==> src/hw/tcc_cfg.svh <==
// constants for the timer compare and capture units
`ifndef TCC_CFG_SVH
`define TCC_CFG_SVH

// special-function register addresses
`define TCC_ADDR_U1_LO    8'hC2
`define TCC_ADDR_U1_HI    8'hC3
`define TCC_ADDR_U2_LO    8'hC4
`define TCC_ADDR_U2_HI    8'hC5
`define TCC_ADDR_U3_LO    8'hC6
`define TCC_ADDR_U3_HI    8'hC7
`define TCC_ADDR_CTRL     8'hC8
`define TCC_ADDR_MODE     8'hC9
`define TCC_ADDR_U0_LO    8'hCA
`define TCC_ADDR_U0_HI    8'hCB
`define TCC_ADDR_TMR_LO   8'hCC
`define TCC_ADDR_TMR_HI   8'hCD

// timer control fields
`define TCC_CTRL_RUN_BIT    0
`define TCC_CTRL_RELOAD_BIT 4
`define TCC_CTRL_SIZE_BIT   5

// field layout and reset values
`define TCC_MODE_FIELD_W  2
`define TCC_BYTE_RESET    8'h00
`define TCC_WORD_RESET    16'h0000
`define TCC_BYTE_ONE      8'h01
`define TCC_WORD_ONE      16'h0001

// pin capture latency in cycles after the synchronised edge
`define TCC_FALL_CAP_DLY  1
`define TCC_RISE_CAP_DLY  2

`endif

==> src/hw/tcc_pkg.sv <==
// types shared by the compare and capture units
package tcc_pkg;

   // per-unit operating mode held in a two-bit field
   typedef enum logic [1:0] {
      TCC_MODE_OFF  = 2'h0,
      TCC_MODE_PIN  = 2'h1,
      TCC_MODE_CMP  = 2'h2,
      TCC_MODE_SOFT = 2'h3
   } tcc_mode_t;

endpackage : tcc_pkg

==> src/hw/tcc_pin_sync.sv <==
// two-flop synchroniser for one capture pin
`timescale 1ns/1ps
`default_nettype none

module tcc_pin_sync #(
   parameter bit RST_LEVEL = 1'b0
) (
   input  wire logic sys_clk_i,
   input  wire logic srst_i,
   input  wire logic pin_i,
   output logic      pin_sync_o
);

   logic meta_reg;

   // first stage is read only by the second stage
   always_ff @(posedge sys_clk_i) begin
      if (srst_i) begin
         meta_reg   <= RST_LEVEL;
         pin_sync_o <= RST_LEVEL;
      end else begin
         meta_reg   <= pin_i;
         pin_sync_o <= meta_reg;
      end
   end

endmodule : tcc_pin_sync

`default_nettype wire

==> src/hw/tcc_unit.sv <==
// one compare and capture unit: value register, capture and compare
`timescale 1ns/1ps
`default_nettype none
`include "tcc_cfg.svh"

module tcc_unit #(
   parameter bit HAS_PIN  = 1'b1,
   parameter bit PIN_FALL = 1'b0,
   parameter int PIN_DLY  = `TCC_RISE_CAP_DLY
) (
   input  wire logic              sys_clk_i,
   input  wire logic              srst_i,
   input  wire tcc_pkg::tcc_mode_t mode_i,
   input  wire logic              size8_i,
   input  wire logic [15:0]       timer_i,
   input  wire logic              pin_sync_i,
   input  wire logic              wr_lo_i,
   input  wire logic              wr_hi_i,
   input  wire logic [7:0]        wdata_i,
   output logic [15:0]            value_o,
   output logic                   pulse_o,
   output logic                   cap_o
);

   logic        pin_prev_reg;
   logic        edge_d_reg;
   logic [7:0]  lo_next;
   logic [7:0]  hi_next;
   logic        pulse_next;
   wire         pin_mode  = (mode_i == tcc_pkg::TCC_MODE_PIN) && HAS_PIN;
   wire         pin_edge  = pin_mode && (PIN_FALL ? (pin_prev_reg && !pin_sync_i)
                                                  : (!pin_prev_reg && pin_sync_i));
   wire         pin_cap   = (PIN_DLY == `TCC_FALL_CAP_DLY) ? pin_edge : (edge_d_reg && pin_mode);
   wire         soft_cap  = (mode_i == tcc_pkg::TCC_MODE_SOFT) && wr_lo_i;
   wire         cmp_hit   = size8_i ? (timer_i[7:0] >= value_o[7:0]) : (timer_i >= value_o);

   // capture wins over a software write in the same cycle
   assign cap_o      = pin_cap || soft_cap;
   assign lo_next    = cap_o ? timer_i[7:0] : (wr_lo_i ? wdata_i : value_o[7:0]);
   assign hi_next    = (cap_o && !size8_i) ? timer_i[15:8]
                     : (wr_hi_i ? wdata_i : value_o[15:8]);
   assign pulse_next = (mode_i == tcc_pkg::TCC_MODE_CMP) && cmp_hit;

   // non-idle pin level at reset so no false edge appears after release
   always_ff @(posedge sys_clk_i) begin
      if (srst_i) begin
         pin_prev_reg <= !PIN_FALL;
         edge_d_reg   <= 1'b0;
         value_o      <= `TCC_WORD_RESET;
         pulse_o      <= 1'b0;
      end else begin
         pin_prev_reg <= pin_sync_i;
         edge_d_reg   <= pin_edge;           // extra stage for rising-edge units
         value_o      <= {hi_next, lo_next};
         pulse_o      <= pulse_next;
      end
   end

endmodule : tcc_unit

`default_nettype wire

==> src/hw/tcc_top.sv <==
// timer with four compare and capture units behind byte registers
`timescale 1ns/1ps
`default_nettype none
`include "tcc_cfg.svh"

module tcc_top (
   input  wire logic       sys_clk_i,
   input  wire logic       srst_i,
   input  wire logic [7:0] sfr_addr_i,
   input  wire logic       sfr_wr_i,
   input  wire logic       sfr_rd_i,
   input  wire logic [7:0] sfr_wdata_i,
   output logic [7:0]      sfr_rdata_o,
   input  wire logic       unit0_capture_pin_i,
   input  wire logic       unit1_capture_pin_i,
   input  wire logic       unit2_capture_pin_i,
   output logic [3:0]      unit_pulse_o,
   output logic            timer_overflow_o
);

   localparam int NUM_UNITS = 4;

   // software-visible state
   logic [7:0]          timer_control_reg;
   logic [7:0]          unit_mode_enable_reg;
   logic [15:0]         tmr_reg;
   logic [15:0]         tmr_next;
   logic [15:0]         tmr_count;
   logic [7:0]          rdata_next;

   // per-unit wiring
   logic [15:0]         unit_value [NUM_UNITS];
   tcc_pkg::tcc_mode_t  unit_mode  [NUM_UNITS];
   logic [NUM_UNITS-1:0] wr_lo;
   logic [NUM_UNITS-1:0] wr_hi;
   logic [NUM_UNITS-1:0] cap_fire;
   logic [NUM_UNITS-1:0] pin_raw;
   logic [NUM_UNITS-1:0] pin_sync;
   logic [NUM_UNITS-1:0] pulse_w;

   // control decode
   wire         run       = timer_control_reg[`TCC_CTRL_RUN_BIT];
   wire         size8     = timer_control_reg[`TCC_CTRL_SIZE_BIT];
   wire         reload_en = timer_control_reg[`TCC_CTRL_RELOAD_BIT];
   wire         ctrl_wr   = sfr_wr_i && (sfr_addr_i == `TCC_ADDR_CTRL);
   wire         mode_wr   = sfr_wr_i && (sfr_addr_i == `TCC_ADDR_MODE);
   wire         tmr_lo_wr = sfr_wr_i && (sfr_addr_i == `TCC_ADDR_TMR_LO);
   wire         tmr_hi_wr = sfr_wr_i && (sfr_addr_i == `TCC_ADDR_TMR_HI);

   // overflow at the top of the selected count width
   wire         ovf       = run && (size8 ? (&tmr_reg[7:0]) : (&tmr_reg));
   // reload needs the sixteen-bit count; a software write to the timer wins
   wire         reload_evt = ovf && reload_en && !size8 && !tmr_lo_wr && !tmr_hi_wr;
   wire [15:0]  tmr_inc16 = tmr_reg + `TCC_WORD_ONE;
   wire [15:0]  tmr_inc8  = {tmr_reg[15:8], tmr_reg[7:0] + `TCC_BYTE_ONE};

   // timer next value; captures only read the timer, never steer it
   assign tmr_count = reload_evt ? unit_value[0]
                    : (size8 ? tmr_inc8 : tmr_inc16);
   assign tmr_next[7:0]  = tmr_lo_wr ? sfr_wdata_i : (run ? tmr_count[7:0] : tmr_reg[7:0]);
   assign tmr_next[15:8] = tmr_hi_wr ? sfr_wdata_i : (run ? tmr_count[15:8] : tmr_reg[15:8]);

   // pins: unit 3 has no pin, its input is held at the idle level
   assign pin_raw = {1'b0, unit2_capture_pin_i, unit1_capture_pin_i, unit0_capture_pin_i};

   // one unit per generate pass, each with its own field and addresses
   generate
      for (genvar g = 0; g < NUM_UNITS; g++) begin : g_unit
         localparam bit         IS_U0   = (g == 0);
         localparam logic [7:0] ADDR_LO = (g == 0) ? `TCC_ADDR_U0_LO :
                                          (g == 1) ? `TCC_ADDR_U1_LO :
                                          (g == 2) ? `TCC_ADDR_U2_LO : `TCC_ADDR_U3_LO;
         localparam logic [7:0] ADDR_HI = (g == 0) ? `TCC_ADDR_U0_HI :
                                          (g == 1) ? `TCC_ADDR_U1_HI :
                                          (g == 2) ? `TCC_ADDR_U2_HI : `TCC_ADDR_U3_HI;

         // field g sits at bits 2g+1:2g, upper bit is the high selector
         assign unit_mode[g] = tcc_pkg::tcc_mode_t'(
            unit_mode_enable_reg[`TCC_MODE_FIELD_W*g +: `TCC_MODE_FIELD_W]);
         assign wr_lo[g] = sfr_wr_i && (sfr_addr_i == ADDR_LO);
         assign wr_hi[g] = sfr_wr_i && (sfr_addr_i == ADDR_HI);

         tcc_pin_sync #(
            .RST_LEVEL (IS_U0)
         ) u_sync (
            .sys_clk_i  (sys_clk_i),
            .srst_i     (srst_i),
            .pin_i      (pin_raw[g]),
            .pin_sync_o (pin_sync[g])
         );

         tcc_unit #(
            .HAS_PIN  (g < NUM_UNITS - 1),
            .PIN_FALL (IS_U0),
            .PIN_DLY  (IS_U0 ? `TCC_FALL_CAP_DLY : `TCC_RISE_CAP_DLY)
         ) u_unit (
            .sys_clk_i  (sys_clk_i),
            .srst_i     (srst_i),
            .mode_i     (unit_mode[g]),
            .size8_i    (size8),
            .timer_i    (tmr_reg),
            .pin_sync_i (pin_sync[g]),
            .wr_lo_i    (wr_lo[g]),
            .wr_hi_i    (wr_hi[g]),
            .wdata_i    (sfr_wdata_i),
            .value_o    (unit_value[g]),
            .pulse_o    (pulse_w[g]),
            .cap_o      (cap_fire[g])
         );
      end
   endgenerate

   // pulse outputs come straight from the flops inside each unit
   assign unit_pulse_o = pulse_w;

   // read mux; unmapped addresses read as zero
   assign rdata_next =
      (sfr_addr_i == `TCC_ADDR_U0_LO)  ? unit_value[0][7:0]  :
      (sfr_addr_i == `TCC_ADDR_U0_HI)  ? unit_value[0][15:8] :
      (sfr_addr_i == `TCC_ADDR_U1_LO)  ? unit_value[1][7:0]  :
      (sfr_addr_i == `TCC_ADDR_U1_HI)  ? unit_value[1][15:8] :
      (sfr_addr_i == `TCC_ADDR_U2_LO)  ? unit_value[2][7:0]  :
      (sfr_addr_i == `TCC_ADDR_U2_HI)  ? unit_value[2][15:8] :
      (sfr_addr_i == `TCC_ADDR_U3_LO)  ? unit_value[3][7:0]  :
      (sfr_addr_i == `TCC_ADDR_U3_HI)  ? unit_value[3][15:8] :
      (sfr_addr_i == `TCC_ADDR_MODE)   ? unit_mode_enable_reg :
      (sfr_addr_i == `TCC_ADDR_CTRL)   ? timer_control_reg   :
      (sfr_addr_i == `TCC_ADDR_TMR_LO) ? tmr_reg[7:0]        :
      (sfr_addr_i == `TCC_ADDR_TMR_HI) ? tmr_reg[15:8]       : `TCC_BYTE_RESET;

   // control registers and the timer itself
   always_ff @(posedge sys_clk_i) begin
      if (srst_i) begin
         timer_control_reg    <= `TCC_BYTE_RESET;
         unit_mode_enable_reg <= `TCC_BYTE_RESET;
         tmr_reg              <= `TCC_WORD_RESET;
         timer_overflow_o     <= 1'b0;
      end else begin
         if (ctrl_wr) begin
            timer_control_reg <= sfr_wdata_i;
         end
         if (mode_wr) begin
            unit_mode_enable_reg <= sfr_wdata_i;
         end
         tmr_reg          <= tmr_next;
         timer_overflow_o <= ovf;
      end
   end

   // read data is held until the next read strobe
   always_ff @(posedge sys_clk_i) begin
      if (srst_i) begin
         sfr_rdata_o <= `TCC_BYTE_RESET;
      end else if (sfr_rd_i) begin
         sfr_rdata_o <= rdata_next;
      end
   end

   // checks on the logic above

   a_mode_off_hold: assert property (@(posedge sys_clk_i) disable iff (srst_i)
      (unit_mode[2] == tcc_pkg::TCC_MODE_OFF) && !wr_lo[2] && !wr_hi[2]
      |=> $stable(unit_value[2]) && !unit_pulse_o[2])
      else $error("disabled unit changed its value or pulsed");

   a_pwm_compare_wide: assert property (@(posedge sys_clk_i) disable iff (srst_i)
      (unit_mode[1] == tcc_pkg::TCC_MODE_CMP) && !size8
      |=> unit_pulse_o[1] == ($past(tmr_reg) >= $past(unit_value[1])))
      else $error("unit 1 pulse does not follow the sixteen-bit compare");

   a_soft_capture_wide: assert property (@(posedge sys_clk_i) disable iff (srst_i)
      wr_lo[1] && (unit_mode[1] == tcc_pkg::TCC_MODE_SOFT) && !size8
      |=> unit_value[1] == $past(tmr_reg))
      else $error("low-byte write did not capture the timer");

   a_pin0_fall_capture: assert property (@(posedge sys_clk_i) disable iff (srst_i)
      $fell(pin_sync[0]) && (unit_mode[0] == tcc_pkg::TCC_MODE_PIN) && !size8
      |=> unit_value[0] == $past(tmr_reg))
      else $error("unit 0 missed its falling-edge capture");

   a_pin1_rise_capture: assert property (@(posedge sys_clk_i) disable iff (srst_i)
      $rose(pin_sync[1]) && (unit_mode[1] == tcc_pkg::TCC_MODE_PIN) && !size8
      ##1 (unit_mode[1] == tcc_pkg::TCC_MODE_PIN)
      |=> unit_value[1] == $past(tmr_reg) && $past(cap_fire[1]))
      else $error("unit 1 rising-edge capture not two cycles later");

   a_pin2_no_early: assert property (@(posedge sys_clk_i) disable iff (srst_i)
      $rose(pin_sync[2]) && (unit_mode[2] == tcc_pkg::TCC_MODE_PIN) && !wr_lo[2]
      |-> !cap_fire[2] ##1 cap_fire[2] || (unit_mode[2] != tcc_pkg::TCC_MODE_PIN))
      else $error("unit 2 capture not one cycle after the detected edge");

   a_capture_narrow: assert property (@(posedge sys_clk_i) disable iff (srst_i)
      wr_lo[3] && !wr_hi[3] && (unit_mode[3] == tcc_pkg::TCC_MODE_SOFT) && size8
      |=> unit_value[3] == {$past(unit_value[3][15:8]), $past(tmr_reg[7:0])})
      else $error("eight-bit capture touched the high byte");

   a_timer_narrow: assert property (@(posedge sys_clk_i) disable iff (srst_i)
      size8 && !tmr_hi_wr |=> $stable(tmr_reg[15:8]))
      else $error("eight-bit timer carried into the high byte");

   a_reload_source: assert property (@(posedge sys_clk_i) disable iff (srst_i)
      reload_evt |=> tmr_reg == $past(unit_value[0]))
      else $error("timer reload did not take unit 0 value");

   a_capture_no_disturb: assert property (@(posedge sys_clk_i) disable iff (srst_i)
      (|cap_fire) && run && !size8 && !ovf && !tmr_lo_wr && !tmr_hi_wr
      |=> tmr_reg == ($past(tmr_reg) + `TCC_WORD_ONE))
      else $error("capture disturbed the timer count");

endmodule : tcc_top

`default_nettype wire

==> config.mk <==
export PLATFORM = sky130hd
export DESIGN_NAME = tcc_top
export DESIGN_NICKNAME = d
export VERILOG_FILES = /design/src/hw/tcc_pkg.sv /design/src/hw/tcc_pin_sync.sv /design/src/hw/tcc_unit.sv /design/src/hw/tcc_top.sv
export VERILOG_INCLUDE_DIRS = /design/src /design/src/hw
export SDC_FILE = /design/constraint.sdc
export NUM_CORES = 1
export LEC_CHECK = 0
export BUFFER_PORTS_ARGS = -buffer_cell sky130_fd_sc_hd__buf_2
export CAP_MARGIN = 30
export CELL_PAD_IN_SITES_DETAIL_PLACEMENT = 0
export CELL_PAD_IN_SITES_GLOBAL_PLACEMENT = 1
export CORE_ASPECT_RATIO = 1.4
export CORE_MARGIN = 2
export CORE_UTILIZATION = 25
export DETAILED_ROUTE_END_ITERATION = 10
export GPL_TIMING_DRIVEN = 1
export HOLD_SLACK_MARGIN = 0.02
export MAX_ROUTING_LAYER = met4
export PLACE_DENSITY_LB_ADDON = 0.1
export SYNTH_ARGS = -nofsm -noshare
export SYNTH_HDL_FRONTEND = slang
export SYNTH_SLANG_ARGS = --single-unit
==> constraint.sdc <==
create_clock -name sys_clk_i -period 2.6 [get_ports sys_clk_i]
set_clock_uncertainty 0.15 [all_clocks]
set_input_delay 0.52 -clock sys_clk_i [delete_from_list [all_inputs] [get_ports sys_clk_i]]
set_output_delay 0.52 -clock sys_clk_i [all_outputs]
set_load 0.01 [all_outputs]
==> metrics.md <==
| Metric | Value |
|---|---|
| Outcome | `complete, no violations` |
| Req. time, crit path | `between 2000 and 3000 ps` |
| Yosys Warn Count | `0` |
| Pre-CTS setup slack | `-39.07 ps` |
| Max FO, Critical Path | `13` |
| Die H | `roughly 220 um` |
| Crit Path Category | `reg2reg` |
| Met2 Usage GRT | `roughly 37%` |
| Worst r2r src | `tmr_reg[9]` |
| Final design instance area without fill | `9852 sq um` |
| Total power | `4.728 mW` |
| Post-Route WL | `roughly 36000 um` |
| Sequential fraction of the synthesis area | `between 20 and 30%` |
| Clock Path Buffers | `2` |
| DP Area | `9246 sq um` |
| Largest cells by area after synthesis | `dfxtp_1, ha_1, nor2_1, mux2i_1, a222oi_1` |
| Die outline width | `~160 um` |
| Post-layout util | `30.59%` |
| Initial Utilization | `about a quarter` |
| Synthesized netlist cell count | `1000` |
| IR drop worst, VDD | `0.4585 mV` |
| H-tree levels | `4` |
| Commonest cells in the netlist | `nor2_1, dfxtp_1, inv_1` |
| Worst R2R Setup Slack | `approximately 200 ps` |
| Final WS setup | `roughly 200 ps` |
| Routability cong. | `about 0.96` |
| Synth Area in Compound Gates | `between 20% and 30%` |
| Die area | `33990 sq um` |
| Reg2Reg Depth | `8` |
| DP Cell Count | `about 1400` |
| Largest family of logic cells by synthesized area | `compound AO/OA/AOI/OAI gates` |
| Grt met3 use | `under 10%` |
| Crit path to | `g_unit[1].u_unit.pulse_o` |
| Critical Path Sink Type | `flop` |
| Mux contribution to synthesized area | `about 6.4%` |
| Clock transition at the registers of the reported paths | `around 60 ps` |
| Avg Synthesized Cell Area | `just over 8 sq um` |
| Critical Path AT | `2570 ps` |
| Final Critical Period | `between 2000 and 2500 ps` |
| Worst hold margin | `115.1 ps` |
| Leakage | `~4 nW` |
| FMAX | `416.4 MHz` |
| Grt total ovfl | `0` |
| Power density of the placed cells | `roughly 480 nW/um^2` |
| DR vias/cell | `~5.3` |
| Clk_lat worst skew | `450 ps` |
| Reg2reg end | `g_unit[1].u_unit.pulse_o` |
| Pin count of the biggest net entering global routing | `32` |
| Syn nets | `roughly 1100` |
| Worst min path class | `in2reg` |
| Final setup fails | `0` |
| Max-slew violations | `0` |
| Most frequent cell after synthesis | `nor2_1` |
| Drt first pass iters | `6` |
| Initial DRC Count | `around 660` |
| Finished Layout Cells | `1475` |
| Distinct cell type count after synthesis | `73` |
| Wirelength per Cell | `24.52 um` |
| Syn-to-layout area delta | `21.21%` |
| CP Launch Point | `tmr_reg[9]` |
| CTS tree | `done` |
| Yosys top cell area share | `around 30%` |
| Yosys reg bits | `120` |
| Placeable Area | `32210 sq um` |
| RSZ-0062 raised after global routing | `no` |
| CTS Buf Count | `17` |
| Row count | `between 70 and 80` |
| # DRC | `0` |
| GRT busiest layer | `met2` |
| First-pass GRT wire length | `around 53000 um` |
| Post-synthesis adder-cell area fraction | `roughly a tenth` |
| Crit share post-route | `between 90% and 100%` |
| Via count | `between 7000 and 8000` |
| Total Routing Usage GR | `22.49%` |
| Final hold violations | `0` |
| Post-Syn Area | `between 8000 and 9000 sq um` |
| Met1 Usage GRT | `between 20% and 30%` |
| Cell taking the most area after synthesis | `dfxtp_1` |
| Simple-Gate Fraction of Synth Area | `between 20 and 25%` |
| Antenna violations before repair | `0` |
| Max reg flops | `between 60 and 70` |
| Layout net count | `1151` |
| Root Buffer | `clkbuf_16` |
| Max Cap Viol | `0` |
| Worst-margin pin slew | `slightly above 700 ps` |
| Sum Neg Setup Slack | `0 ps` |
| # diodes | `0` |
| Final ANT Viol Nets | `0` |
| HPWL Detailed | `roughly 27000 um` |
| Port Buffers | `35` |
| EDFF count, synth | `0` |
| Startpoint Class | `flop` |
| Io pins | `36` |
| Ys flop type | `dfxtp_1` |
| Slew headroom | `between 50 and 60%` |
| Synth Area in XOR/XNOR | `1.185%` |
| Asr flop ratio synth | `0%` |
| CTS Sinks | `between 100 and 150` |
| Layout cell share with drive strength beyond 1 | `between 10% and 20%` |
| Vias in the first global route | `roughly 8000` |
| Hold_buf cts | `0` |
| Fill cells | `~3500` |
layer usage:
layer	part of all wire, %	routed length, um
met4	3.3	1179
met3	3.6	1318
met2	48	17520
met1	45	16150
met5	0	0
worst min path at each step:
| stage | from | to | slack [ps] | cells past startpoint |
|---|---|---|---|---|
| after floorplan | g_unit[0].u_sync.meta_reg | g_unit[0].u_sync.pin_sync_o | 240 | 1 |
| after global placement | g_unit[0].u_sync.meta_reg | g_unit[0].u_sync.pin_sync_o | 260 | 1 |
| after detailed placement | g_unit[0].u_sync.meta_reg | g_unit[0].u_sync.pin_sync_o | 250 | 1 |
| after CTS | unit0_capture_pin_i | g_unit[0].u_sync.meta_reg | 100 | 2 |
| after global routing | unit0_capture_pin_i | g_unit[0].u_sync.meta_reg | 110 | 2 |
| final | unit0_capture_pin_i | g_unit[0].u_sync.meta_reg | 120 | 2 |
what timing repair did:
action | in CTS | in global routing
endpoints found under the setup margin | 0 | 4
resized for setup | 0 | 1
setup buffers | 0 | 0
cell families after synthesis:
kind of cell,after synthesis
xor+xnor,11
fa+ha+maj,65
simple gates,348
buf+inv,151
flops,120
compound gates,253
mux,52
worst max-delay path, stage by stage, from the launching register on:
cell,delay (ps)
dfxtp_1,320
buf_12,160
ha_1,310
a21o_1,170
a21o_1,180
a2111oi_0,410
o21a_1,260
nor2_1,60
o211a_1,250
placed cells by master (no fill, tap or decap), drive strengths merged, types with 8 or more instances in the layout:
cell / synthesis / final
dfxtp: 120 / 120
mux2i: 51 / 51
buf: 33 / 129
o21a: 19 / 19
nand2b: 14 / 14
a222oi: 25 / 25
o21ai: 25 / 25
nor2: 149 / 149
nor3: 13 / 13
clkbuf: 52 / 17
nand4: 11 / 11
a31oi: 9 / 9
nand2: 63 / 63
nand3: 17 / 17
a21oi: 39 / 39
or3: 8 / 8
o22ai: 16 / 16
a21o: 13 / 13
a311oi: 16 / 16
o211ai: 14 / 14
a2111oi: 9 / 9
a211oi: 28 / 28
nor2b: 16 / 16
ha: 65 / 65
nor4: 14 / 14
and3: 13 / 13
inv: 66 / 66
a22oi: 9 / 9
report_power, final:
part | switching (mW) | leakage [nW] | internal, mW
Clock | 1.01 | 0.273 | 1.50
Sequential | 0.0114 | 0.971 | 1.85
Combinational | 0.234 | 2.74 | 0.117
Total | 1.25 | 3.98 | 3.48
cell type report:
| type | count | area, sq um | share of cell area, % |
|---|---|---|---|
| Multi-Input combinational cell | 729 | 5075 | 51.51 |
| Sequential cell | 120 | 2404 | 24.40 |
| Timing Repair Buffer | 129 | 1021 | 10.36 |
| Tap cell | 400 | 500.5 | 5.080 |
| Clock buffer | 17 | 425.4 | 4.318 |
| Inverter | 66 | 247.7 | 2.515 |
| Clock inverter | 14 | 178.9 | 1.816 |
Power figures use the tool's default switching activity.
